$ cat config.mk
export PLATFORM = sky130hd
export DESIGN_NAME = tsc_config
export DESIGN_NICKNAME = d
export VERILOG_FILES = /design/src/inc/tsc_pkg.sv /design/src/tsc_hys_cmp.sv /design/src/tsc_config.sv
export SDC_FILE = /design/constraint.sdc
export NUM_CORES = 1
export LEC_CHECK = 0
export ABC_AREA = 1
export BUFFER_PORTS_ARGS = -buffer_cell sky130_fd_sc_hd__buf_4
export CAP_MARGIN = 0
export CORE_MARGIN = 10
export CORE_UTILIZATION = 40
export DETAILED_ROUTE_END_ITERATION = 8
export PLACE_DENSITY = 0.61
export SLEW_MARGIN = 10
export SYNTH_ARGS = -nofsm -noshare
export SYNTH_HDL_FRONTEND = slang
export SYNTH_SLANG_ARGS = --single-unit
$ cat constraint.sdc
create_clock -name REF_CLK -period 3.4 [get_ports REF_CLK]
set_input_delay 0.85 -clock REF_CLK [delete_from_list [all_inputs] [get_ports REF_CLK]]
set_output_delay 0.85 -clock REF_CLK [all_outputs]
set_load 0.01 [all_outputs]
$ cat src/inc/tsc_pkg.sv
// package: configuration register map, field positions and hysteresis constants
package tsc_pkg;
    // ------------------------------------------------------------
    // register map
    // ------------------------------------------------------------
    localparam logic [7:0]  CFG_OFFSET    = 8'h01;     // configuration register pointer
    localparam logic [15:0] CFG_RESET     = 16'h0000;  // configuration reset value
    // ------------------------------------------------------------
    // field positions
    // ------------------------------------------------------------
    localparam int HYS_HI     = 10;  // hysteresis select msb
    localparam int HYS_LO     = 9;   // hysteresis select lsb
    localparam int SHUT_BIT   = 8;   // shutdown control
    localparam int CRIT_LOCK  = 7;   // critical lock
    localparam int WIN_LOCK   = 6;   // window lock
    localparam int ALERT_CLR  = 5;   // alert clear, write only
    localparam int ALERT_ST   = 4;   // alert state, read only
    localparam int LOW_RW_HI  = 3;   // top of plain read/write alert bits
    localparam int FLAG_CRIT  = 15;  // critical flag in temperature reading
    localparam int FLAG_ABOVE = 14;  // above-window flag
    localparam int FLAG_BELOW = 13;  // below-window flag
    // ------------------------------------------------------------
    // hysteresis in reading units (0.0625 degC per lsb, 13-bit signed)
    // ------------------------------------------------------------
    localparam logic [12:0] HYS_NONE = 13'h0000;  // off
    localparam logic [12:0] HYS_1P5  = 13'h0018;  // 1.5 degC
    localparam logic [12:0] HYS_3P0  = 13'h0030;  // 3 degC
    localparam logic [12:0] HYS_6P0  = 13'h0060;  // 6 degC
    // ------------------------------------------------------------
    // timing
    // ------------------------------------------------------------
    localparam int CONV_TIME_MS = 100;                     // conversion period in ms
    localparam int CLK_HZ       = 25000000;                // reference clock
    localparam int CONV_CYCLES  = CLK_HZ / 1000 * CONV_TIME_MS; // cycles per conversion
    // ------------------------------------------------------------
    // post-shutdown phase
    // ------------------------------------------------------------
    typedef enum logic [1:0] {PH_NORMAL, PH_FIRST, PH_SECOND} tsc_phase_e;
endpackage

$ cat src/tsc_hys_cmp.sv
// module: hysteresis-aware window and critical comparison for one conversion
`timescale 1ns/1ps
module tsc_hys_cmp
    import tsc_pkg::*;
(
    input  wire logic [12:0] temp,       // new signed reading
    input  wire logic [12:0] upper,      // upper boundary
    input  wire logic [12:0] lower,      // lower boundary
    input  wire logic [12:0] crit,       // critical boundary
    input  wire logic [1:0]  hys_sel,    // hysteresis select
    input  wire logic [2:0]  flags,      // previous {crit, above, below}
    input  wire logic        first_conv, // first conversion after shutdown exit
    output logic      [2:0]  flags_nxt   // new {crit, above, below}
);
    logic [12:0] hys;                    // decoded hysteresis
    logic [12:0] up_h;                   // upper minus hysteresis
    logic [12:0] lo_h;                   // lower minus hysteresis
    logic [12:0] cr_h;                   // critical minus hysteresis

    // hysteresis decode
    always_comb
    begin
        case (hys_sel)
            2'b01:   hys = HYS_1P5;
            2'b10:   hys = HYS_3P0;
            2'b11:   hys = HYS_6P0;
            default: hys = HYS_NONE;
        endcase
    end

    // adjusted thresholds in reading units
    always_comb
    begin
        up_h = 13'(upper - hys);
        lo_h = 13'(lower - hys);
        cr_h = 13'(crit - hys);
    end

    // flag decisions; first conversion after exit uses rising view only
    always_comb
    begin
        flags_nxt = flags;
        if (first_conv)
        begin
            flags_nxt[2] = $signed(temp) >= $signed(crit);
            flags_nxt[1] = $signed(temp) > $signed(upper);
            flags_nxt[0] = $signed(temp) <= $signed(lo_h);
        end
        else
        begin
            // above: set above upper, hold until at or below upper minus hysteresis
            if ($signed(temp) > $signed(upper))
                flags_nxt[1] = 1'b1;
            else if ($signed(temp) <= $signed(up_h))
                flags_nxt[1] = 1'b0;
            // below: clear at or above lower, set at or below lower minus hysteresis
            if ($signed(temp) >= $signed(lower))
                flags_nxt[0] = 1'b0;
            else if ($signed(temp) <= $signed(lo_h))
                flags_nxt[0] = 1'b1;
            // critical: same hysteresis scheme
            if ($signed(temp) >= $signed(crit))
                flags_nxt[2] = 1'b1;
            else if ($signed(temp) <= $signed(cr_h))
                flags_nxt[2] = 1'b0;
        end
    end
endmodule

$ cat src/tsc_config.sv
// module: sensor configuration register with hysteresis, shutdown and locks
`timescale 1ns/1ps
module tsc_config
    import tsc_pkg::*;
#(
    parameter int CONV_CNT = CONV_CYCLES       // cycles between conversions
)
(
    input  wire logic        REF_CLK,          // device clock
    input  wire logic        RST,              // power-on reset, async high
    input  wire logic        WR_EN,            // register write strobe
    input  wire logic        RD_EN,            // register read strobe
    input  wire logic [7:0]  PTR,              // register pointer
    input  wire logic [15:0] WR_DATA,          // write data
    input  wire logic [12:0] ADC_TEMP,         // converter result
    input  wire logic        ADC_DONE,         // conversion result valid pulse
    input  wire logic [12:0] UPPER_LIMIT,      // upper boundary
    input  wire logic [12:0] LOWER_LIMIT,      // lower boundary
    input  wire logic [12:0] CRIT_LIMIT,       // critical boundary
    output logic      [15:0] RD_DATA,          // read data
    output logic             RD_VALID,         // read data valid pulse
    output logic      [15:0] TEMP_READING,     // flags plus reading
    output logic             ADC_ENABLE,       // diode and converter enable
    output logic             CONV_TICK,        // conversion start pulse
    output logic             ALERT_ASSERT,     // alert active, before polarity
    output logic             CRIT_LOCKED,      // critical lock state
    output logic             WIN_LOCKED        // window lock state
);
    // ------------------------------------------------------------
    // state
    // ------------------------------------------------------------
    logic [1:0]  hys_r, hys_nxt;               // hysteresis select
    logic        shut_r, shut_nxt;             // shutdown control
    logic        en_r, en_nxt;                 // converter enable, registered for the pin
    logic        clk_r, clk_nxt;               // critical lock
    logic        wlk_r, wlk_nxt;               // window lock
    logic [3:0]  aoc_r, aoc_nxt;               // alert output control, critical only, pol, mode
    logic [2:0]  flg_r, flg_nxt;               // {crit, above, below}
    logic [12:0] tmp_r, tmp_nxt;               // latest reading
    logic        alr_r, alr_nxt;               // alert state
    tsc_phase_e  ph_r, ph_nxt;                 // post-shutdown phase
    logic [31:0] cnt_r, cnt_nxt;               // conversion timer
    logic        tick_r, tick_nxt;             // conversion start pulse
    logic [15:0] rd_r, rd_nxt;                 // read data
    logic        rv_r, rv_nxt;                 // read valid
    logic [2:0]  cmp_flags;                    // comparator result
    logic        locked;                       // any lock set
    logic        cfg_wr;                       // write to configuration

    // ------------------------------------------------------------
    // comparator
    // ------------------------------------------------------------
    tsc_hys_cmp u_cmp (
        .temp       (ADC_TEMP),
        .upper      (UPPER_LIMIT),
        .lower      (LOWER_LIMIT),
        .crit       (CRIT_LIMIT),
        .hys_sel    (hys_r),
        .flags      (flg_r),
        .first_conv (ph_r == PH_FIRST),
        .flags_nxt  (cmp_flags)
    );

    // configuration image for read-back
    function automatic logic [15:0] cfg_image(input logic [1:0] h, input logic s,
                                              input logic cl, input logic wl,
                                              input logic a, input logic [3:0] o);
        cfg_image = {5'h00, h, s, cl, wl, 1'b0, a, o};
    endfunction

    // ------------------------------------------------------------
    // next state
    // ------------------------------------------------------------
    always_comb
    begin
        locked   = clk_r | wlk_r;
        cfg_wr   = WR_EN && (PTR == CFG_OFFSET);
        hys_nxt  = hys_r;
        shut_nxt = shut_r;
        clk_nxt  = clk_r;
        wlk_nxt  = wlk_r;
        aoc_nxt  = aoc_r;
        flg_nxt  = flg_r;
        tmp_nxt  = tmp_r;
        alr_nxt  = alr_r;
        ph_nxt   = ph_r;
        cnt_nxt  = cnt_r;
        tick_nxt = 1'b0;
        rv_nxt   = RD_EN;
        rd_nxt   = rd_r;
        // register read; other pointers read zero here
        if (RD_EN)
        begin
            if (PTR == CFG_OFFSET)
                rd_nxt = cfg_image(hys_r, shut_r, clk_r, wlk_r, alr_r, aoc_r);
            else
                rd_nxt = 16'h0000;
        end
        // conversion timer, idle in shutdown
        if (shut_r)
            cnt_nxt = 32'h0000_0000;
        else if (cnt_r >= 32'(CONV_CNT - 1))
        begin
            cnt_nxt  = 32'h0000_0000;
            tick_nxt = 1'b1;
        end
        else
            cnt_nxt = cnt_r + 32'h0000_0001;
        // conversion result
        if (ADC_DONE && !shut_r)
        begin
            tmp_nxt = ADC_TEMP;
            flg_nxt = cmp_flags;
            // alert follows flags, hysteresis included via comparator
            alr_nxt = aoc_r[2] ? cmp_flags[2] : |cmp_flags;
            case (ph_r)
                PH_FIRST:  ph_nxt = PH_SECOND;
                PH_SECOND: ph_nxt = PH_NORMAL;
                default:   ph_nxt = PH_NORMAL;
            endcase
        end
        // configuration write
        if (cfg_wr)
        begin
            if (!locked)
                hys_nxt = WR_DATA[HYS_HI:HYS_LO];
            if (!WR_DATA[SHUT_BIT])
                shut_nxt = 1'b0;
            else if (!locked)
                shut_nxt = 1'b1;
            if (WR_DATA[CRIT_LOCK])
                clk_nxt = 1'b1;
            if (WR_DATA[WIN_LOCK])
                wlk_nxt = 1'b1;
            aoc_nxt = WR_DATA[LOW_RW_HI:0];
            if (WR_DATA[ALERT_CLR] && !(ADC_DONE && !shut_r))
                alr_nxt = 1'b0;
            // leaving shutdown: clear flags, clear alert, restart conversions
            if (shut_r && !WR_DATA[SHUT_BIT])
            begin
                flg_nxt = 3'b000;
                alr_nxt = 1'b0;
                ph_nxt  = PH_FIRST;
            end
        end
        // no events while shut down
        if (shut_nxt)
            alr_nxt = 1'b0;
        // converter enable follows the settled shutdown decision
        en_nxt = !shut_nxt;
    end

    // ------------------------------------------------------------
    // registers
    // ------------------------------------------------------------
    always_ff @(posedge REF_CLK or posedge RST)
    begin
        if (RST)
        begin
            hys_r  <= CFG_RESET[HYS_HI:HYS_LO];
            shut_r <= CFG_RESET[SHUT_BIT];
            en_r   <= !CFG_RESET[SHUT_BIT];
            clk_r  <= CFG_RESET[CRIT_LOCK];
            wlk_r  <= CFG_RESET[WIN_LOCK];
            aoc_r  <= CFG_RESET[LOW_RW_HI:0];
            flg_r  <= 3'h0;
            tmp_r  <= 13'h0000;
            alr_r  <= 1'b0;
            ph_r   <= PH_NORMAL;
            cnt_r  <= 32'h0000_0000;
            tick_r <= 1'b0;
            rd_r   <= 16'h0000;
            rv_r   <= 1'b0;
        end
        else
        begin
            hys_r  <= hys_nxt;
            shut_r <= shut_nxt;
            en_r   <= en_nxt;
            clk_r  <= clk_nxt;
            wlk_r  <= wlk_nxt;
            aoc_r  <= aoc_nxt;
            flg_r  <= flg_nxt;
            tmp_r  <= tmp_nxt;
            alr_r  <= alr_nxt;
            ph_r   <= ph_nxt;
            cnt_r  <= cnt_nxt;
            tick_r <= tick_nxt;
            rd_r   <= rd_nxt;
            rv_r   <= rv_nxt;
        end
    end

    // outputs straight from flops
    assign RD_DATA      = rd_r;
    assign RD_VALID     = rv_r;
    assign TEMP_READING = {flg_r, tmp_r};
    assign ADC_ENABLE   = en_r;
    assign CONV_TICK    = tick_r;
    assign ALERT_ASSERT = alr_r;
    assign CRIT_LOCKED  = clk_r;
    assign WIN_LOCKED   = wlk_r;

    // ------------------------------------------------------------
    // assertions
    // ------------------------------------------------------------
    a_hys_locked: assert property (@(posedge REF_CLK) disable iff (RST)
        (clk_r | wlk_r) |=> $stable(hys_r))
        else $error("hysteresis changed while locked");
    a_shut_refused: assert property (@(posedge REF_CLK) disable iff (RST)
        ((clk_r | wlk_r) && !shut_r) |=> !shut_r)
        else $error("shutdown set while locked");
    a_shut_clear: assert property (@(posedge REF_CLK) disable iff (RST)
        (WR_EN && PTR == CFG_OFFSET && !WR_DATA[SHUT_BIT]) |=> !shut_r)
        else $error("shutdown clear refused");
    a_lock_sticky: assert property (@(posedge REF_CLK) disable iff (RST)
        clk_r |=> clk_r)
        else $error("critical lock dropped");
    a_shut_frozen: assert property (@(posedge REF_CLK) disable iff (RST)
        (shut_r && shut_nxt) |=> ($stable(tmp_r) && !alr_r && !ADC_ENABLE))
        else $error("activity during shutdown");
    a_exit_clear: assert property (@(posedge REF_CLK) disable iff (RST)
        (shut_r && !shut_nxt) |=> (flg_r == 3'b000 && ph_r == PH_FIRST))
        else $error("flags not cleared on exit");
    a_exit_alert: assert property (@(posedge REF_CLK) disable iff (RST)
        (ph_r == PH_FIRST) |-> !alr_r)
        else $error("alert during first conversion");
    a_rsvd_zero: assert property (@(posedge REF_CLK) disable iff (RST)
        RD_VALID |-> (RD_DATA[15:11] == 5'h00))
        else $error("reserved bits nonzero");
    a_read_shut: assert property (@(posedge REF_CLK) disable iff (RST)
        RD_EN |=> RD_VALID)
        else $error("read not answered");
endmodule

==> results of run 1 <==
## tightest hold or removal path, stage by stage (launching register included)
cell,delay (ns)
dfrtp_1,0.34
nand2_1,0.05
nand2_1,0.06
## flip-flops by register name (all words and copies together) (netlist names), 2 cells and up
signal	count
cnt_r	32
tmp_r	13
RD_DATA	10
aoc_r	4
flg_r	3
hys_r	2
ph_r	2
## layout make-up
| class | count | area (sq um) | share of cell area, % |
|---|---|---|---|
| multi-input combinational | 555 | 3647 | 47.73 |
| sequential | 73 | 1831 | 23.96 |
| inverter | 134 | 505.5 | 6.615 |
| clock buffer | 10 | 229.0 | 2.997 |
| timing repair buffer | 149 | 1135 | 14.85 |
| tap | 180 | 225.2 | 2.947 |
| clock inverter | 6 | 68.82 | 0.9006 |
## cell families after synthesis
kind of cell	after synthesis
AND/OR/NAND/NOR	336
buffers and inverters	146
adder cells (fa/ha/maj)	89
AO/OA/AOI/OAI	79
flip-flops	73
XOR/XNOR	33
multiplexers	2
other	1
## repair_timing
action / CTS / global route
buffers inserted: 4 / 7
endpoints found under the hold margin: 0 / 0
setup endpoints to repair: 4 / 4
pin swaps: 15 / 12
gates resized for setup: 29 / 28
## layer usage
layer	wire, um	share of wire, %	up-vias
met5	0	0	-
met4	193	1.3	0
met3	797	5.3	10
met2	7181	47	91
met1	6952	46	2303
li1	-	-	2730
## cell usage in the layout, fill, tap and decap left out, drive strengths merged, types with 16 or more instances in the layout
| cell | n |
|---|---|
| ha | 86 |
| dfrtp | 72 |
| conb | 16 |
| nor2 | 61 |
| a21oi | 41 |
| xor2 | 25 |
| nor3 | 16 |
| buf | 149 |
| inv | 133 |
| o21ai | 20 |
| nand3 | 46 |
| nand2 | 197 |
## worst min-delay path by stage
| stage | end | depth (start not counted) | slack (ns) | from |
|---|---|---|---|---|
| 2_1_floorplan | aoc_r[0] | 2 | 0.45 | aoc_r[0] |
| 3_3_place_gp | tmp_r[5] | 2 | 0.47 | tmp_r[5] |
| 3_5_place_dp | aoc_r[0] | 2 | 0.47 | aoc_r[0] |
| 4_1_cts | aoc_r[0] | 2 | 0.49 | aoc_r[0] |
| 5_1_grt | cnt_r[0] | 1 | 0.51 | cnt_r[0] |
| 6_report | aoc_r[0] | 2 | 0.48 | aoc_r[0] |
## report_power, final
group | leakage [nW] | switching [mW] | internal, mW | total [mW]
Combinational | 2.99 | 0.391 | 0.330 | 0.721
Clock | 0.143 | 0.354 | 0.570 | 0.924
Sequential | 0.947 | 0.0493 | 0.946 | 0.995
Total | 4.08 | 0.794 | 1.85 | 2.64
## stage by stage
stage	area [sq um]	worst slack, ns
finish	7641	0.08074
global placement	7034	-0.3465
floorplan	5831	0.005606
CTS	7482	0.006852
global route	7641	-0.1947
detailed placement	7034	-0.4052
==> results.ini, run 1 <==
[floorplan]
core_area_sq_um = 13990
rows = 43
die_x_um = 140.1
design.portCount = 119
die_h_um = 140.1
start_util_pct = 41.22
dieArea_sq_um = 19620

[worst_setup_path]
critical_path_depth = 24
r2r_cells = 24
worstSetupEndpoint = flg_r[1]
crit_arrival_ns = 3.53
path_cells = buf_4 > inv_1 > ha_1 > inv_2 > fa_2 > a21o_1 > a21oi_2 > nand3_2 > nor3_2 > xor2_1 > inv_1 > ha_1 > nand2_2 > inv_1 > nand2_1 > nand2_1 > a21oi_2 > nand3_1 > nand3_1 > nand2_1 > inv_2 > nand2_1 > o211ai_1 > inv_1
end_kind = flop
worst_path_dominant_cell_family = adder cells
critPathKind = primary input to flop
rrSetupSlack_ns = 0.09
setup.worst_path.start = UPPER_LIMIT[3]
critPathRequiredTime_ns = 3.61
path_max_fanout = 2
reg2reg_from = hys_r[1]
r2r_end = flg_r[1]
startpoint_type = primary input
cp.buffers_inverters = 7
slowest_delay_ns = 0.33
cp_slowest_cell = fa_2

[clock_network]
cts_tree = built
cts_max_level = 3
cts_root_buf = clkbuf_16
clock-sinks = 73
cts_buffers = 9
clockBufferDepth = 2
cts.clk_slew.worst_paths_ns = 0.06
cts_hold_buf = 0
clk_latency_ns = 0.33

[layout]
nNetsFinal = 1092
syn_to_final_growth_pct = 32.53
fillerInstances = 1338
antenna_cells = 0
layout-drive-gt1-share_pct = 25.57
finalNonFillerCells = 1107
final_util_pct = 54.62

[timing]
finalCriticalPeriod_ns = 3.319
rsz0062_at_grt = yes
maxSlewHeadroom_pct = 43.32
final.period_utilization_pct = 97.63
fin_worst_skew_ns = 0.007808
worst_pin_slew_ns = 0.8478
hold_viol_final = 0
maxSlewViolCount = 0
max_freq_mhz = 301.3
setup_violations = 0
holdWs_ns = 0.4832
final.setup.tns_ns = 0

[placed_design]
hpwl_mm = 12.28
dp.cells = 1080
gp_congestion = 0.8603
port_buffers = 106

[logic_synthesis]
synthSimpleGateAreaFrac_pct = 25.69
synth_compound_area_share_pct = 7.487
ys_ff_latch = 73
syn_area_sq_um = 5766
yosysUniqueCellTypes = 43
yosysTopAreaCellShare_pct = 31.25
synth_edf_count = 0
synthMuxAreaShare_pct = 0.3906
synth.cells.most_frequent = nand2_1, inv_1, ha_1
yosysSeqAreaShare_pct = 31.71
synth_most_common_cell = nand2_1
netlist_instances = 759
ys_top_cells_by_area = dfrtp_1, ha_1, nand2_1, inv_1, xor2_1
ys.flop_type = dfrtp_1
synthArstFlopShare_pct = 100.0
synth_xor_area_share_pct = 5.013
yosys.area_share.adder_pct = 19.70
syn-mean-instance-area_sq_um = 7.596
yosysWarnings = 0
synth_top_family_by_area = simple AND/OR/NAND/NOR gates
synth_top_cell_by_area = dfrtp_1

[power]
p_leak_nw = 4.084
finalPower_mw = 2.641
pwr_density_cell_nw_per_um2 = 345.6
vdd_drop_max_mv = 0.3168

[detailed_routing]
drt_iter0_drc = 241
wl_per_cell_um = 13.66
viasPerCell = 4.638
drtAntennaViolNets = 0
drt_wl_total_mm = 15.13
drc = 0
num_vias = 5134
drt_first_pass_iters = 4

[grt]
grt_max_degree = 46
use_met1_pct = 19.53
track_usage_pct = 15.43
grt_pass1_wl_mm = 25.17
overflow = 0
antenna_found_initial = 0
top_usage_layer = met2
grt_use_met2_pct = 25.54
use_met3_pct = 4.226
grt_pass1_vias = 5253

[status]
status = finished clean

[flow_run]
max-cap-violations = 0

[worst_hold_path]
hp-class = flop to flop

(Power assumes the default switching activity.)
==> run 2: changes to the inputs <==
Settings changed: CELL_PAD_IN_SITES_DETAIL_PLACEMENT from default to 0, CELL_PAD_IN_SITES_GLOBAL_PLACEMENT from default to 1, CORE_UTILIZATION 40 to 37, PLACE_DENSITY 0.61 to 0.75.
==> results.ini, run 2 (synthesized netlist as in run 1, its figures left out) <==
[floorplan]
die_h_um = 144.8
core_area_sq_um = 15260
dieArea_sq_um = 20980
design.portCount = 119
die_x_um = 144.8
rows = 45
start_util_pct = 37.79

[grt]
overflow = 0
track_usage_pct = 15.46
grt_max_degree = 43
grt_pass1_vias = 5266
antenna_found_initial = 0
grt_pass1_wl_mm = 25.74

[timing]
maxSlewHeadroom_pct = 53.53
setup_slack_ns = -0.1365
hold_viol_final = 0
final.period_utilization_pct = 104.0
fin_worst_skew_ns = 0.007061
setup_violations = 4
max_freq_mhz = 282.8
rsz0062_at_grt = yes
worst_pin_slew_ns = 0.6961
maxSlewViolCount = 0
finalCriticalPeriod_ns = 3.537

[layout]
regMostFlops = cnt_r
antenna_cells = 0
syn_to_final_growth_pct = 37.00
layout_common_cells = nand2_1, buf_4, inv_1
largest_reg_flops = 32
layout-drive-gt1-share_pct = 28.34
finalNonFillerCells = 1153
nNetsFinal = 1107
layout_commonest_cell = nand2_1
final_util_pct = 51.77
design_area_sq_um = 7899

[worst_setup_path]
end_kind = flop
slowest_delay_ns = 0.42
critPathKind = flop to flop
cp_slowest_cell = dfrtp_1
path_max_fanout = 3
startpoint_type = flop
rrSetupSlack_ns = -0.14
path_cells = inv_2 > ha_4 > clkinvlp_4 > buf_6 > fa_2 > a21o_1 > a21oi_2 > nand3_2 > buf_4 > buf_4 > xor2_1 > ha_1 > nand2_1 > nor2_4 > and2_4 > nand2_2 > nand2_1 > nand2_1 > nand3_2 > nand2_2 > inv_2 > nand2_1 > o211ai_1 > inv_1
critPathRequiredTime_ns = 3.61
crit_arrival_ns = 3.75
critPathMostFrequentCell = nand2_1

[power]
seq_power_share_pct = 37.7
switching_power_mw = 0.8435
p_int_mw = 1.811
finalPower_mw = 2.655
p_sw_share_pct = 31.78
combPwrFrac_pct = 28.3
clkPwrFrac_pct = 34.0
vdd_drop_max_mv = 0.2338
pwr_density_cell_nw_per_um2 = 336.1
p_leak_nw = 4.170

[placed_design]
dpl_worst_slack_ns = -0.4085
hpwl_mm = 12.68
port_buffers = 106
gp_congestion = 0.8254
dp.cells = 1118
place_area_sq_um = 7126

[clock_network]
cts_root_buf = clkbuf_16
clock-sinks = 73
cts_max_level = 3
cts.clk_slew.worst_paths_ns = 0.06
cts_buffers = 9
cts_tree = built
clk_latency_ns = 0.33
clockBufferDepth = 2
cts_hold_buf = 0

[detailed_routing]
num_vias = 5292
met3_length_um = 793
drtAntennaViolNets = 0
drc = 0
drt_wl_total_mm = 16.36
viasPerCell = 4.590
wl_met2_mm = 8.001
drt_iter0_drc = 209
drt_first_pass_iters = 4
drt-met1-wl_mm = 7.394
wl_per_cell_um = 14.19
routed.top_layer = met4

[flow_run]
max-cap-violations = 0

[status]
violations = negative setup slack
status = finished with violations

[worst_hold_path]
hp-class = flop to flop

run 2: cell types whose count changed in the layout (fill, tap and decap cells not counted), sizes merged:
cell / previous run / this run
clkinv: 5 / 2
buf: 149 / 164
clkinvlp: 1 / 3
inv: 133 / 135
bufinv: 1 / 0
run 2: routing by layer:
metal | vias up | GRT usage, %
met5 | - | 0
li1 | 2764 | -
met3 | 17 | 3.162
met2 | 97 | 26.47
met1 | 2414 | 19.61
met4 | 0 | 3.245
run 2: worst max-delay path, delay by kind of cell, from the launching register on:
family	cells	cell delay [ns]
AOI/OAI and AO/OA	3	0.45
DFF	1	0.42
buffers and inverters	7	0.67
xor gates and xnor gates	1	0.13
adders and majority gates	3	0.93
and+or+nand+nor	10	0.81
run 2: per-stage QoR:
step           TNS (ns)  hold slack, ns
2_1_floorplan         0          0.4492
3_3_place_gp     -1.320          0.4643
3_5_place_dp     -1.451          0.4691
4_1_cts         -0.1692          0.4860
5_1_grt          -1.180          0.5147
6_report        -0.4203          0.4793
run 2: area by class of cell:
class / count / area, sq um
clock buffer: 10 / 239.0
clock inverter: 6 / 47.55
fill: 1516 / 7360
inverter: 134 / 510.5
multi-input combinational: 555 / 3747
sequential: 73 / 1828
tap: 211 / 264.0
timing repair buffer: 164 / 1262
run 2: power by group through the flow:
stage / sequential, mW / combinational (mW) / clock [mW]
CTS: 1.00 / 0.712 / 0.925
global route: 1.01 / 0.855 / 0.960
floorplan: 1.03 / 0.351 / 0
global placement: 1.02 / 0.683 / 0
finish: 1.00 / 0.752 / 0.903
detailed placement: 1.02 / 0.689 / 0
run 2: timing repair:
item	in CTS	in global routing
setup endpoints to repair	4	4
gates resized for setup	32	47
pin swaps	12	41
setup buffers	11	8
cloned	0	0
run 2: final timing paths:
path / start / to / cells after the start
worst min register to register: tmp_r[12] / tmp_r[12] / 2
min in group asynchronous: RST / tmp_r[11] / 2
max in group asynchronous: RST / ADC_ENABLE / 3
worst min-delay path: tmp_r[12] / tmp_r[12] / 2
worst max register to register: hys_r[0] / flg_r[1] / 24
worst max-delay path: hys_r[0] / flg_r[1] / 24
